<file path="src/inc/scs_pkg.sv">
// Constants, types and register map of the sample clock and output update block.
package scs_pkg;
  localparam int REF_MHZ = 50;
  localparam int REF_HZ = 50_000_000;
  localparam int MCLK_HZ = 30_000_000;
  localparam int HZ_GCD = 10_000_000;
  localparam logic [2:0] MCLK_INC = 3'(MCLK_HZ / HZ_GCD);
  localparam logic [2:0] MCLK_MOD = 3'(REF_HZ / HZ_GCD);
  localparam int TUNE_BASE_MHZ = 16;
  localparam int TUNE_DEN = 511;
  localparam logic [15:0] TUNE_MOD = 16'(TUNE_DEN * REF_MHZ);
  localparam int NCH = 12;
  localparam int DW = 16;
  localparam int WW = 17;
  localparam int FIFO_DEPTH = 32;
  localparam logic [3:0] LAST_CH = 4'(NCH - 1);
  localparam logic [4:0] LAST_HALF = 5'h1F;
  // Register byte offsets.
  localparam logic [4:0] OFS_BCR = 5'h00;
  localparam logic [4:0] OFS_CHSEL = 5'h04;
  localparam logic [4:0] OFS_RATE = 5'h08;
  localparam logic [4:0] OFS_BOPS = 5'h0C;
  localparam logic [4:0] OFS_DATA = 5'h18;
  localparam logic [4:0] OFS_TUNE = 5'h1C;
  // Field positions.
  localparam int BCR_SIMUL = 7;
  localparam int BCR_INIT = 15;
  localparam int BOPS_EXT = 4;
  localparam int BOPS_EN = 5;
  localparam int BOPS_RDY = 6;
  localparam int BOPS_SWCLK = 7;
  localparam int BOPS_CLR = 11;
  localparam int BOPS_EMPTY = 12;
  localparam int BOPS_FULL = 15;
  localparam int TUNE_INIT_BIT = 9;
  // Reset values.
  localparam logic [15:0] BCR_RST = 16'h0810;
  localparam logic [11:0] CHSEL_RST = 12'hFFF;
  localparam logic [15:0] RATE_RST = 16'h004B;
  localparam logic [9:0] BOPS_RST = 10'h00D;
  localparam logic [9:0] TUNE_RST = 10'h000;
  typedef enum logic [3:0] {
    ST_IDLE = 4'b0001,
    ST_FETCH = 4'b0010,
    ST_SHIFT = 4'b0100,
    ST_UPD = 4'b1000
  } scs_state_e;
  typedef enum logic [2:0] {
    SRC_OFF = 3'b001,
    SRC_INT = 3'b010,
    SRC_EXT = 3'b100
  } scs_src_e;
  typedef struct packed {
    logic eof;
    logic [DW-1:0] data;
  } scs_word_s;
endpackage

</file>
<file path="src/rtl/scs_sample_clock.sv">
// Sample clock sources, multiboard clock pair and per-channel converter update sequencer.
`timescale 1ns/100ps

// -----------------------------------------------------------------
// Sample FIFO
// -----------------------------------------------------------------
module scs_fifo #(
  parameter int WIDTH = 17,
  parameter int DEPTH = 32
) (
  // Clock and reset
  input wire logic ref_clk,
  input wire logic rst,
  input wire logic clr,
  // Fill side
  input wire logic in_valid,
  output logic in_ready_q,
  input wire logic [WIDTH-1:0] in_data,
  // Drain side
  output logic out_valid,
  input wire logic out_ready,
  output logic [WIDTH-1:0] out_data
);
  localparam int AW = $clog2(DEPTH);
  logic [WIDTH-1:0] mem_q [DEPTH];
  logic [AW-1:0] wp_q;
  logic [AW-1:0] rp_q;
  logic [AW:0] cnt_q;
  logic push;
  logic pop;
  assign push = in_valid && in_ready_q;
  assign pop = out_valid && out_ready;
  assign out_valid = cnt_q != '0;
  assign out_data = mem_q[rp_q];

  always_ff @(posedge ref_clk) begin
    if (push) begin
      mem_q[wp_q] <= in_data;
    end
  end

  always_ff @(posedge ref_clk) begin
    if (rst || clr) begin
      wp_q <= '0;
      rp_q <= '0;
      cnt_q <= '0;
      in_ready_q <= 1'b1;
    end else begin
      wp_q <= push ? wp_q + AW'(1) : wp_q;
      rp_q <= pop ? rp_q + AW'(1) : rp_q;
      cnt_q <= cnt_q + (AW+1)'(push) - (AW+1)'(pop);
      in_ready_q <= (cnt_q + (AW+1)'(push) - (AW+1)'(pop)) != (AW+1)'(DEPTH);
    end
  end
endmodule

// -----------------------------------------------------------------
// Top
// -----------------------------------------------------------------
module scs_sample_clock import scs_pkg::*; (
  // Clock and reset
  input wire logic ref_clk,
  input wire logic rst,
  // Local register port
  input wire logic reg_wr,
  input wire logic reg_rd,
  input wire logic [4:0] reg_addr,
  input wire logic [31:0] reg_wdata,
  output logic [31:0] reg_rdata_q,
  output logic buf_wready_q,
  // Differential synchronization clock pair
  input wire logic clk_io_in,
  output logic clk_io_p_q,
  output logic clk_io_n_q,
  output logic clk_io_oe_q,
  // Converter serial links
  output logic dac_sclk_q,
  output logic dac_sdi_q,
  output logic [NCH-1:0] dac_sel_q,
  output logic [NCH-1:0] dac_ldac_q,
  // Output clock connector pin and frame marker
  output logic out_clk_q,
  output logic frame_eof_q
);
  logic [15:0] bcr_q;
  logic [NCH-1:0] chsel_q;
  logic [15:0] rate_q;
  logic [9:0] bops_q;
  logic [9:0] tune_q;
  logic init_q;
  logic clr_q;
  logic wr_bcr;
  logic wr_bops;
  logic push;
  scs_state_e st_q;
  scs_src_e src_q;
  scs_src_e src_d;
  scs_word_s fifo_word;
  logic fifo_valid;
  logic pop;

  // -----------------------------------------------------------------
  // Registers
  // -----------------------------------------------------------------
  assign wr_bcr = reg_wr && reg_addr == OFS_BCR;
  assign wr_bops = reg_wr && reg_addr == OFS_BOPS;
  assign push = reg_wr && reg_addr == OFS_DATA && buf_wready_q;

  always_ff @(posedge ref_clk) begin
    if (rst) begin
      init_q <= 1'b0;
    end else begin
      init_q <= wr_bcr && reg_wdata[BCR_INIT];
    end
  end

  always_ff @(posedge ref_clk) begin
    if (rst || init_q) begin
      bcr_q <= BCR_RST;
      chsel_q <= CHSEL_RST;
      rate_q <= RATE_RST;
    end else begin
      if (wr_bcr) begin
        bcr_q <= reg_wdata[15:0];
      end
      if (reg_wr && reg_addr == OFS_CHSEL) begin
        chsel_q <= reg_wdata[NCH-1:0];
      end
      if (reg_wr && reg_addr == OFS_RATE) begin
        rate_q <= reg_wdata[15:0];
      end
    end
  end

  // The software clock bit lives one cycle, so it yields exactly one tick.
  always_ff @(posedge ref_clk) begin
    if (rst || init_q) begin
      bops_q <= BOPS_RST;
      clr_q <= 1'b0;
    end else begin
      clr_q <= wr_bops && reg_wdata[BOPS_CLR];
      if (wr_bops) begin
        bops_q <= reg_wdata[9:0];
      end else begin
        bops_q[BOPS_SWCLK] <= 1'b0;
      end
    end
  end

  always_ff @(posedge ref_clk) begin
    if (rst) begin
      tune_q <= TUNE_RST;
    end else if (init_q) begin
      tune_q[TUNE_INIT_BIT] <= 1'b0;
    end else if (reg_wr && reg_addr == OFS_TUNE) begin
      tune_q <= reg_wdata[9:0];
    end
  end

  always_ff @(posedge ref_clk) begin
    if (rst) begin
      reg_rdata_q <= '0;
    end else if (reg_rd) begin
      unique case (reg_addr)
        OFS_BCR: reg_rdata_q <= {16'h0000, init_q, 1'b0, bcr_q[13:2], st_q == ST_IDLE, bcr_q[0]};
        OFS_CHSEL: reg_rdata_q <= {20'h00000, chsel_q};
        OFS_RATE: reg_rdata_q <= {16'h0000, rate_q};
        OFS_BOPS: reg_rdata_q <= {16'h0000, !buf_wready_q, 2'b00, !fifo_valid, clr_q, 1'b0,
                                  bops_q[9:7], st_q == ST_IDLE && bops_q[BOPS_EXT], bops_q[5:0]};
        OFS_TUNE: reg_rdata_q <= {22'h000000, tune_q};
        default: reg_rdata_q <= '0;
      endcase
    end
  end

  // -----------------------------------------------------------------
  // Clock sources
  // -----------------------------------------------------------------
  logic [2:0] mclk_acc_q;
  logic mclk_tick;
  logic [15:0] tune_acc_q;
  logic [15:0] tune_inc;
  logic [15:0] tune_sum;
  logic tune_tick;
  logic initiator;
  logic pin_m_q;
  logic pin_s_q;
  logic pin_d_q;
  logic ext_tick;

  assign initiator = tune_q[TUNE_INIT_BIT];
  // Fixed 30 MHz master clock as an enable: accumulate 3 modulo 5 per 50 MHz cycle.
  assign mclk_tick = (mclk_acc_q + MCLK_INC) >= MCLK_MOD;

  always_ff @(posedge ref_clk) begin
    if (rst) begin
      mclk_acc_q <= '0;
    end else begin
      mclk_acc_q <= mclk_tick ? mclk_acc_q + MCLK_INC - MCLK_MOD : mclk_acc_q + MCLK_INC;
    end
  end

  // Exact rate: ticks/s = 50e6 * 16*(511+N) / (511*50) = 16e6*(1+N/511).
  assign tune_inc = 16'(TUNE_BASE_MHZ * (TUNE_DEN + int'(tune_q[8:0])));
  assign tune_sum = tune_acc_q + tune_inc;
  assign tune_tick = tune_sum >= TUNE_MOD;

  always_ff @(posedge ref_clk) begin
    if (rst) begin
      tune_acc_q <= '0;
    end else begin
      tune_acc_q <= tune_tick ? tune_sum - TUNE_MOD : tune_sum;
    end
  end

  // The pair carries one reference-cycle pulse per tunable period; a 50 MHz
  // reference cannot make a true square wave above 25 MHz.
  always_ff @(posedge ref_clk) begin
    if (rst) begin
      clk_io_p_q <= 1'b0;
      clk_io_n_q <= 1'b1;
      clk_io_oe_q <= 1'b0;
    end else begin
      clk_io_p_q <= initiator && tune_tick;
      clk_io_n_q <= !(initiator && tune_tick);
      clk_io_oe_q <= initiator;
    end
  end

  always_ff @(posedge ref_clk) begin
    if (rst) begin
      pin_m_q <= 1'b0;
      pin_s_q <= 1'b0;
      pin_d_q <= 1'b0;
    end else begin
      pin_m_q <= clk_io_in;
      pin_s_q <= pin_m_q;
      pin_d_q <= pin_s_q;
    end
  end

  assign ext_tick = (pin_s_q && !pin_d_q && !initiator) || bops_q[BOPS_SWCLK];

  // -----------------------------------------------------------------
  // Rate generator and source selection
  // -----------------------------------------------------------------
  logic [15:0] rate_cnt_q;
  logic base_tick;
  logic int_tick;
  logic switching;
  logic sample_tick;

  assign base_tick = initiator ? tune_tick : mclk_tick;
  assign int_tick = base_tick && rate_cnt_q <= 16'h0001;

  always_comb begin
    if (!bops_q[BOPS_EN]) begin
      src_d = SRC_OFF;
    end else if (bops_q[BOPS_EXT]) begin
      src_d = SRC_EXT;
    end else begin
      src_d = SRC_INT;
    end
  end

  // A changeover costs one blanked cycle and restarts the divisor count.
  assign switching = src_d != src_q;
  assign sample_tick = !switching && ((src_q == SRC_INT && int_tick) ||
                                      (src_q == SRC_EXT && ext_tick));

  always_ff @(posedge ref_clk) begin
    if (rst) begin
      src_q <= SRC_OFF;
    end else begin
      src_q <= src_d;
    end
  end

  always_ff @(posedge ref_clk) begin
    if (rst || switching) begin
      rate_cnt_q <= rate_q;
    end else if (base_tick) begin
      rate_cnt_q <= int_tick ? rate_q : rate_cnt_q - 16'h0001;
    end
  end

  // -----------------------------------------------------------------
  // Sample buffer
  // -----------------------------------------------------------------
  logic [WW-1:0] fifo_out;

  scs_fifo #(
    .WIDTH(WW),
    .DEPTH(FIFO_DEPTH)
  ) u_fifo (
    .ref_clk(ref_clk),
    .rst(rst),
    .clr(clr_q || init_q),
    .in_valid(push),
    .in_ready_q(buf_wready_q),
    .in_data(reg_wdata[WW-1:0]),
    .out_valid(fifo_valid),
    .out_ready(pop),
    .out_data(fifo_out)
  );

  assign fifo_word = fifo_out;

  // -----------------------------------------------------------------
  // Converter update sequencer
  // -----------------------------------------------------------------
  logic [3:0] ch_q;
  logic [4:0] half_q;
  logic [DW-1:0] sh_q;
  logic eof_q;
  logic ch_on;

  assign ch_on = chsel_q[ch_q];
  assign pop = st_q == ST_FETCH && ch_on && fifo_valid;

  always_ff @(posedge ref_clk) begin
    if (rst || init_q) begin
      st_q <= ST_IDLE;
      ch_q <= '0;
      half_q <= '0;
      sh_q <= '0;
      eof_q <= 1'b0;
    end else begin
      unique case (st_q)
        ST_IDLE: begin
          ch_q <= '0;
          eof_q <= 1'b0;
          if (sample_tick && |chsel_q) begin
            st_q <= ST_FETCH;
          end
        end
        ST_FETCH: begin
          half_q <= '0;
          if (pop) begin
            sh_q <= fifo_word.data;
            eof_q <= eof_q | fifo_word.eof;
            st_q <= ST_SHIFT;
          end else if (!ch_on) begin
            ch_q <= ch_q + 4'h1;
            st_q <= ch_q == LAST_CH ? ST_UPD : ST_FETCH;
          end
        end
        ST_SHIFT: begin
          half_q <= half_q + 5'h01;
          if (half_q[0]) begin
            sh_q <= {sh_q[DW-2:0], 1'b0};
          end
          if (half_q == LAST_HALF) begin
            ch_q <= ch_q + 4'h1;
            st_q <= ch_q == LAST_CH ? ST_UPD : ST_FETCH;
          end
        end
        ST_UPD: begin
          st_q <= ST_IDLE;
        end
      endcase
    end
  end

  always_ff @(posedge ref_clk) begin
    if (rst || init_q) begin
      dac_sclk_q <= 1'b0;
      dac_sdi_q <= 1'b0;
      dac_sel_q <= '0;
    end else begin
      dac_sclk_q <= st_q == ST_SHIFT && !half_q[0];
      dac_sdi_q <= st_q == ST_SHIFT && sh_q[DW-1];
      dac_sel_q <= '0;
      if (st_q == ST_SHIFT) begin
        dac_sel_q[ch_q] <= 1'b1;
      end
    end
  end

  always_ff @(posedge ref_clk) begin
    if (rst || init_q) begin
      dac_ldac_q <= '0;
      out_clk_q <= 1'b0;
      frame_eof_q <= 1'b0;
    end else begin
      dac_ldac_q <= '0;
      if (st_q == ST_SHIFT && half_q == LAST_HALF && !bcr_q[BCR_SIMUL]) begin
        dac_ldac_q[ch_q] <= 1'b1;
      end
      if (st_q == ST_UPD && bcr_q[BCR_SIMUL]) begin
        dac_ldac_q <= chsel_q;
      end
      out_clk_q <= st_q == ST_UPD;
      frame_eof_q <= st_q == ST_UPD && eof_q;
    end
  end
endmodule

</file>
<file path="config.mk">
export PLATFORM = sky130hd
export DESIGN_NAME = scs_sample_clock
export DESIGN_NICKNAME = d
export VERILOG_FILES = /design/src/inc/scs_pkg.sv /design/src/rtl/scs_sample_clock.sv
export SDC_FILE = /design/constraint.sdc
export NUM_CORES = 1
export LEC_CHECK = 0
export ABC_AREA = 1
export BUFFER_PORTS_ARGS = -buffer_cell sky130_fd_sc_hd__buf_4
export CORE_UTILIZATION = 41
export DETAILED_ROUTE_END_ITERATION = 16
export PLACE_DENSITY = 0.66
export SYNTH_ARGS = -nofsm -noshare
export SYNTH_HDL_FRONTEND = slang
export SYNTH_SLANG_ARGS = --single-unit
</file>
<file path="constraint.sdc">
create_clock -name ref_clk -period 5.2 [get_ports ref_clk]
set_clock_uncertainty 0.1 [all_clocks]
set_input_delay 1.04 -clock ref_clk [delete_from_list [all_inputs] [get_ports ref_clk]]
set_output_delay 1.04 -clock ref_clk [all_outputs]
set_load 0.005 [all_outputs]
</file>
==> results.toml, run 1 <==
[cells_and_area]
fillers = 6776
fin_cells = 3848
final_common_cell = "edfxtp_1"
final-seq-area_um2 = 20500
post-route-util = 0.467
n_antenna_cell = 0
drive_gt1_frac = 0.105
multi_input_area_um2 = 8860
areaGrowthSynthToFinish_pct = 12.7
nNetsFinal = 2903
mostFrequentLayoutCells = "edfxtp_1 (560), nor2_1 (396), o21ai_0 (367)"
design_area_um2 = 34700

[synthesis]
yosysSeqAreaShare = 0.667
syn_area_um2 = 30800
synth_seq_cells = 745
netlist.area_leader.share = 0.546
avgSynthCellArea_um2 = 11.1
ys_warn_count = 0
synth_area_leader_cell = "edfxtp_1"
netlist_instances = 2775
ys_top_cells_by_area = "edfxtp_1 (55%), dfxtp_1 (12%), o21ai_0 (6.0%)"
ys_types = 52

[timing]
finalCriticalPeriod_ps = 3800
setup_viol = 0
rsz0062_at_grt = "no"
hold_violations = 0
setup_tns_ps = 0
relSlewSlack = 0.303
tightest_slew_ps = 1040
max_freq_mhz = 263
drv_slew = 0
post-route-period-util = 0.730

[route]
viasPerCell = 5.54
drt_iter0_drc = 1951
totalWireLength_mm = 79.2
drc_errors = 0
num_vias = 21320
ant_nets = 0
drtPass1Iterations = 7
wl_per_cell_um = 20.6

[clock_tree]
root_buffer = "clkbuf_16"
cts_resized = 0
ctsHtreeMaxLevel = 3
clkTransAtPathRegs_ps = 60
cts.sinks = 745
hold_buffers = 0
clk_latency_ps = 630
clk_path_buf_depth = 3
cts_tree = "done"
cts_made_buffers = 78
cts_setup_buffers = 0

[status]
status = "completed"

[placement]
placedCellCount = 3712
gp_congestion = 0.846
dp_hpwl_mm = 45.7
post_dp_cell_area_um2 = 32300
io_buffer_count = 74

[worst_setup_path]
max_stage_delay_ps = 550
end_kind = "flip-flop"
slowest_stage = "nand3_1"
critPathLaunchType = "flip-flop"
path_common_cell = "nand2_1"
worst-setup-path-type = "reg2reg"
critical_path_arrival_ps = 3850
cp_max_fo = 16
cp_cell_sequence = "inv_1 -> nand3_1 -> nor3_1 -> nand2_1 -> nor2_1 -> xor2_1 -> ha_1 -> nand2_1 -> inv_2 -> a21oi_1 -> nand2_1 -> nand2_1 -> nand2_1 -> nor2_4 -> nand3_2 -> nand2_2 -> nand2_4 -> nand2_4 -> nand3_1"
critPathBufInv = 2
cp_top_family = "simple AND/OR/NAND/NOR gates"
required_ps = 5250

[floorplan]
chipWidth_um = 276
die_h_um = 276
rows = 100
io_pins = 106
core_um2 = 74300
die_area_um2 = 76200
initial_core_util = 0.414

[pwr]
ir_worst_vdd_mv = 0.344
power.total_mw = 13.5
p_leak_nw = 12.1
power.density_nw_per_um2 = 389

[global_route]
grt_first_pass_wirelength_mm = 120
antenna_found_initial = 2
grt.total_usage = 0.207
grt_pass1_vias = 20257
grt_max_degree = 179
gr-total-overflow = 0

[job]
cap_violations = 0

[worst_hold_path]
hp-class = "reg2reg"
[logic make-up (layout without fill, tap and decap cells)]
kind of cell	count (synthesis)	count (layout)	synth area share
AO/OA/AOI/OAI	744	744	0.143
adder cells (fa/ha/maj)	38	38	0.0159
AND/OR/NAND/NOR	862	862	0.119
buffers and inverters	362	451	0.0489
flip-flops	745	745	0.667
XOR/XNOR	23	23	0.00655
other	1	16	0.000122
[synth_stat cells (all sizes together)]
master,instances
nand3,140
o21ai,383
or2,3
a32o,1
inv,181
nor3,31
nand2,245
nor4,7
conb,1
o31ai,6
fa,2
edfxtp,560
nand3b,2
a221oi,6
buf,53
o211ai,30
clkbuf,119
nor2,420
o22ai,28
ha,36
dfxtp,185
o2111ai,2
nor3b,1
clkinv,9
or3,1
o21bai,1
o221ai,124
xor2,16
nand4,10
o21a,2
a21oi,152
a211oi,3
xnor2,7
and3,2
a31oi,6
[per-stage QoR]
step | hold WS [ps] | worst slack [ps]
global route | 342 | 1060
floorplan | 288 | 1510
detailed placement | 299 | 1240
finish | 307 | 1400
global placement | 298 | 1340
CTS | 310 | 1370
[sequential cells by signal, summed over array words and instances, names as in the netlist, 5 cells and up, named ones only]
name	cells
u_fifo.mem_q	544
rate_cnt_q	16
rate_q	16
reg_rdata_q	16
sh_q	16
tune_acc_q	15
bcr_q	13
chsel_q	12
dac_ldac_q	12
dac_sel_q	12
tune_q	10
bops_q	9
u_fifo.cnt_q	6
half_q	5
u_fifo.rp_q	5
u_fifo.wp_q	5
[layout make-up]
cell class / count / share of cell area
well taps: 969 / 0.0350
multi-input cells: 1683 / 0.256
repair buffers: 125 / 0.0278
inverters: 190 / 0.0210
clock inverters: 40 / 0.0100
flip-flops and latches: 745 / 0.592
clock buffers: 96 / 0.0588
[power by group]
group          switching [mW]  internal [mW]
clock network            2.28           3.03
registers               0.101           6.55
logic                    1.06          0.486
[metal layers]
metal  vias up  GRT usage  wire [um]
met4         0     0.0707       2180
met5         -          0          0
li1      10052          -          -
met1     10496      0.278      34400
met3       121     0.0333       4730
met2       651      0.341      37900
[path summary, 6_finish.rpt]
| kind | startpoint | to | cells past startpoint | slack (ps) |
|---|---|---|---|---|
| setup / recovery | tune_q[0]$_SDFFE_PP0P_ | rate_cnt_q[2]$_DFFE_PP_ | 19 | 1400 |
| hold / removal | pin_m_q$_SDFF_PP0_ | pin_s_q$_SDFF_PP0_ | 2 | 310 |
| setup reg to reg | tune_q[0]$_SDFFE_PP0P_ | rate_cnt_q[2]$_DFFE_PP_ | 19 | 1400 |
| hold reg to reg | pin_m_q$_SDFF_PP0_ | pin_s_q$_SDFF_PP0_ | 2 | 310 |
[tightest hold or removal path, cell delays in order, from the launching register on]
cell	delay, ps
dfxtp_1	300
inv_1	40
nor2_1	30
Note: power is estimated with default switching activity, not from simulation.
==> run 2, diff against run 1 <==
- clock period: 5.2 -> 3.5 ns (I/O delays scaled with it)
==> run 2 against run 1 <==
Register-to-register slack got worse by 1200 ps. Clock power is 51% higher. Via count is 1.0% higher. Flip-flop and latch count did not move. Critical path depth rose by 4. Non-clock buffer count increased by 31. Sequential share of layout area down 0.87 points. Highest routed layer unchanged.
==> results.toml, run 2 (synthesis gave the netlist of run 1 again) <==
[status]
status = "completed"

[timing]
finalCriticalPeriod_ps = 3270
post-route-period-util = 0.934
rsz0062_at_grt = "yes"
tightest_slew_ps = 786
timing.final.ws_setup_ps = 229
hold_ws_ps = 178
max_freq_mhz = 306
setup_tns_ps = 0
setup_viol = 0
relSlewSlack = 0.473
hold_violations = 0
drv_slew = 0

[pwr]
p_leak_nw = 12.4
power.density_nw_per_um2 = 575
ir_worst_vdd_mv = 0.549
power.total_mw = 20.3

[clock_tree]
clk_latency_ps = 630
ctsHtreeMaxLevel = 3
root_buffer = "clkbuf_16"
clkTransAtPathRegs_ps = 60
cts_tree = "done"
cts.sinks = 745
hold_buffers = 0
cts_made_buffers = 76
clk_path_buf_depth = 3

[worst_setup_path]
critical_path_arrival_ps = 3550
max_stage_delay_ps = 330
worst-setup-path-type = "reg2reg"
r2r_setup_slack_ps = 230
slowest_stage = "dfxtp_1"
end_kind = "flip-flop"
path_common_cell = "nand2_1"
critPathLaunchType = "flip-flop"
cp_max_fo = 18
cp_cell_sequence = "inv_1 -> nand3_2 -> nor3_2 -> nand2_1 -> nor2_2 -> xor2_1 -> ha_1 -> nand2_1 -> inv_2 -> a21oi_1 -> nand2_1 -> nand2_1 -> nand2_1 -> nor2_4 -> nand3_2 -> nand2_2 -> nand2_4 -> nand2_4 -> nand2_4 -> nand2_4 -> nand2_8 -> o21ai_0 -> inv_1"
cp_top_family = "simple AND/OR/NAND/NOR gates"
critPathBufInv = 3
required_ps = 3780

[global_route]
antenna_found_initial = 2
grt_pass1_vias = 20127
grt_max_degree = 154
gr-total-overflow = 0
grt.total_usage = 0.204
grt_first_pass_wirelength_mm = 118

[floorplan]
die_area_um2 = 76200
die_h_um = 276
core_um2 = 74300
initial_core_util = 0.414
rows = 100
io_pins = 106
chipWidth_um = 276

[route]
ant_nets = 0
drc_errors = 0
drtPass1Iterations = 6
drt_iter0_drc = 2056
viasPerCell = 5.55
wl_per_cell_um = 20.2
num_vias = 21533
totalWireLength_mm = 78.6

[cells_and_area]
nNetsFinal = 2932
max_flop_register = "u_fifo.mem_q"
fin_cells = 3882
areaGrowthSynthToFinish_pct = 14.4
drive_gt1_frac = 0.122
largest_reg_flops = 544
post-route-util = 0.474
final_common_cell = "edfxtp_1"
fillers = 6689
n_antenna_cell = 0
mostFrequentLayoutCells = "edfxtp_1 (560), nor2_1 (394), o21ai_0 (367)"
design_area_um2 = 35200

[job]
cap_violations = 0

[placement]
dp_slack_ps = 73.0
gp_congestion = 0.841
post_dp_cell_area_um2 = 32700
dp_hpwl_mm = 45.9
io_buffer_count = 74
placedCellCount = 3742

[worst_hold_path]
hp-class = "in2reg"
## run 2: cell count changes in the layout (fill, tap and decap cells not counted), moves of 2 or more
cell / before / now
buf_12: 2 / 16
buf_4: 123 / 140
clkbuf_1: 17 / 14
clkbuf_8: 0 / 6
clkinv_1: 20 / 15
clkinv_4: 2 / 0
inv_1: 172 / 170
inv_2: 8 / 10
inv_6: 2 / 5
nor2_1: 396 / 394
nor2_2: 21 / 23
nor3_1: 29 / 27
nor3_2: 2 / 4
## run 2: power by group
part	internal, mW	total (mW)	switching (mW)
sequential	9.73	9.88	0.144
clock	4.62	8.01	3.39
combinational	0.777	2.37	1.59
total	15.1	20.3	5.13
## run 2: cell type report
cell class	instances	area [um^2]	share of cell area
clock buffers	100	2100	0.0596
clock inverters	39	358	0.0102
well taps	969	1210	0.0344
inverters	190	736	0.0209
repair buffers	156	1370	0.0390
multi-input cells	1683	8900	0.253
flip-flops and latches	745	20500	0.583
## run 2: path summary, 6_finish.rpt
| check | startpoint | endpoint | cells past startpoint |
|---|---|---|---|
| max reg2reg | tune_q[2]$_SDFFE_PP0P_ | rate_cnt_q[4]$_DFFE_PP_ | 23 |
| max | tune_q[2]$_SDFFE_PP0P_ | rate_cnt_q[4]$_DFFE_PP_ | 23 |
| min | clk_io_in | pin_m_q$_SDFF_PP0_ | 3 |
| min reg2reg | pin_m_q$_SDFF_PP0_ | pin_s_q$_SDFF_PP0_ | 2 |
## run 2: routing by layer
layer / share of wire / routed length (um) / GRT usage
met5: 0 / 0 / 0
met1: 0.42 / 33200 / 0.276
met3: 0.068 / 5380 / 0.0237
met2: 0.48 / 37900 / 0.337
met4: 0.027 / 2120 / 0.0736
## run 2: tightest hold or removal path, delay by kind of cell
kind	cells	cell delay, ps
simple gates	1	60
buf+inv	2	100
## run 2: repair_timing
item	CTS	global route
setup buffers	0	1
setup endpoints to repair	0	45
resized for setup	0	12
==> run 3, diff against run 2 <==
- BUFFER_PORTS_ARGS: -buffer_cell sky130_fd_sc_hd__buf_4 -> -buffer_cell sky130_fd_sc_hd__clkbuf_2
==> run 3 against run 2 <==
First-iteration DRC count is 7.7% higher. Via count fell by 0.70%. Clock power about the same. Final area shrank 0.63%. Total power about the same. Worst setup slack better by 13 ps. Clock-buffer cell count up 12. Maximum frequency increased by 0.39%. Critical path type unchanged. Highest routed layer unchanged.
==> results.toml, run 3 (synthesis gave the netlist of run 1 again) <==
[timing]
drv_slew = 0
finalCriticalPeriod_ps = 3260
setup_viol = 0
max_freq_mhz = 307
post-route-period-util = 0.931
rsz0062_at_grt = "yes"
tightest_slew_ps = 989
hold_violations = 0
timing.final.ws_setup_ps = 242
relSlewSlack = 0.341

[cells_and_area]
mostFrequentLayoutCells = "edfxtp_1 (560), nor2_1 (390), o21ai_0 (365)"
final-seq-area_um2 = 20500
drive_gt1_frac = 0.121
largest_reg_flops = 544
design_area_um2 = 35000
final_common_cell = "edfxtp_1"
multi_input_area_um2 = 8970
fin_cells = 3882
max_flop_register = "u_fifo.mem_q"
post-route-util = 0.471
areaGrowthSynthToFinish_pct = 13.7
nNetsFinal = 2932
fillers = 6735

[worst_setup_path]
r2r_setup_slack_ps = 240
worst-setup-path-type = "reg2reg"
cp_max_fo = 9
critical_path_arrival_ps = 3560
required_ps = 3810
end_kind = "flip-flop"
critPathLaunchType = "flip-flop"

[pwr]
comb_power_share = 0.117
seqPwrFrac = 0.488
p_sw_frac = 0.256
power.density_nw_per_um2 = 580
p_leak_nw = 12.3
ir_worst_vdd_mv = 0.484
power.share.clock = 0.395
switching_power_mw = 5.18
power.total_mw = 20.3
internal_power_mw = 15.1

[route]
wl_per_cell_um = 20.4
viasPerCell = 5.51
num_vias = 21382
totalWireLength_mm = 79.3
drtPass1Iterations = 7
drt_iter0_drc = 2215
ant_nets = 0
drc_errors = 0

[floorplan]
rows = 100
core_um2 = 74300
io_pins = 106
die_area_um2 = 76200
die_h_um = 276
initial_core_util = 0.414
chipWidth_um = 276

[global_route]
antenna_found_initial = 2
gr-total-overflow = 0
grt_first_pass_wirelength_mm = 119
grt_max_degree = 137
grt_pass1_vias = 20115
grt.total_usage = 0.207

[clock_tree]
ctsHtreeMaxLevel = 3
cts.sinks = 745
cts_made_buffers = 77
hold_buffers = 0
clkTransAtPathRegs_ps = 60
clk_latency_ps = 640
clk_path_buf_depth = 3
root_buffer = "clkbuf_16"
cts_tree = "done"

[job]
cap_violations = 0

[placement]
placedCellCount = 3738
dp_hpwl_mm = 45.8
gp_congestion = 0.852
post_dp_cell_area_um2 = 32400
io_buffer_count = 74
dp_slack_ps = 52.5

[worst_hold_path]
hp-class = "in2reg"

[status]
status = "completed"
run 3: cell types whose count changed in the layout (fill, tap and decap cells not counted), moves of 7 or more:
cell      previous run  this run
buf_12              16         9
buf_4              140        69
clkbuf_1            14        27
clkbuf_2             1        74
clkinv_2            16         5
run 3: layout make-up:
cell class                      instances  area share
Clock buffer                          112      0.0621
Multi-Input combinational cell       1685       0.256
Tap cell                              969      0.0347
Clock inverter                         27     0.00801
Sequential cell                       745       0.587
Antenna cell                            1   0.0000715
Timing Repair inverter                  1    0.000250
Timing Repair Buffer                  152      0.0305
Inverter                              190      0.0210
run 3: critical path, cell delays in order (launching register included):
cell     delay [ps]
dfxtp_1         340
inv_2            80
nand3_2         100
nor3_2          200
nand2_1          90
nor2_2          130
xor2_1          160
ha_1            300
nand2_1         130
inv_2            50
a21oi_2         160
nand2_1          70
nand2_1          70
nand2_2          80
nor2_4          120
nand3_2          80
nand2_2          80
nand2_4          70
nand2_4          90
nand2_4          60
nand2_4         120
nand2_4         120
o21ai_2         190
inv_1            50
run 3: power by group through the flow:
stage / sequential [mW] / combinational [mW] / clock [mW]
2_1_floorplan: 10.0 / 1.75 / 0
3_3_place_gp: 10.1 / 2.27 / 0
3_5_place_dp: 10.1 / 2.30 / 0
4_1_cts: 9.88 / 2.32 / 8.09
5_1_grt: 9.91 / 2.71 / 8.45
6_report: 9.89 / 2.38 / 8.01
run 3: repair_timing:
action | 4_1_cts | 5_1_grt
buffers inserted | 0 | 1
endpoints found under the setup margin | 0 | 44
endpoints found under the hold margin | 0 | 0
resized for setup | 0 | 22
run 3: metal layers:
| metal | up-vias | wire length [um] | global-route usage |
|---|---|---|---|
| li1 | 10122 | - | - |
| met1 | 10436 | 33200 | 0.275 |
| met2 | 693 | 38700 | 0.340 |
| met3 | 131 | 4880 | 0.0303 |
| met4 | 0 | 2440 | 0.0833 |
| met5 | - | 0 | 0 |
run 3: stage by stage:
stage	TNS, ps	hold WS [ps]
floorplan	0	288
global placement	0	332
detailed placement	0	335
CTS	0	120
global route	-6.59	164
finish	0	147
run 3: worst paths after layout:
path                                             start                       end  cells past startpoint
worst max-delay path            tune_q[2]$_SDFFE_PP0P_  rate_cnt_q[11]$_DFFE_PP_                     23
worst max register to register  tune_q[2]$_SDFFE_PP0P_  rate_cnt_q[11]$_DFFE_PP_                     23
worst min-delay path                         clk_io_in        pin_m_q$_SDFF_PP0_                      3
worst min register to register      pin_m_q$_SDFF_PP0_        pin_s_q$_SDFF_PP0_                      2
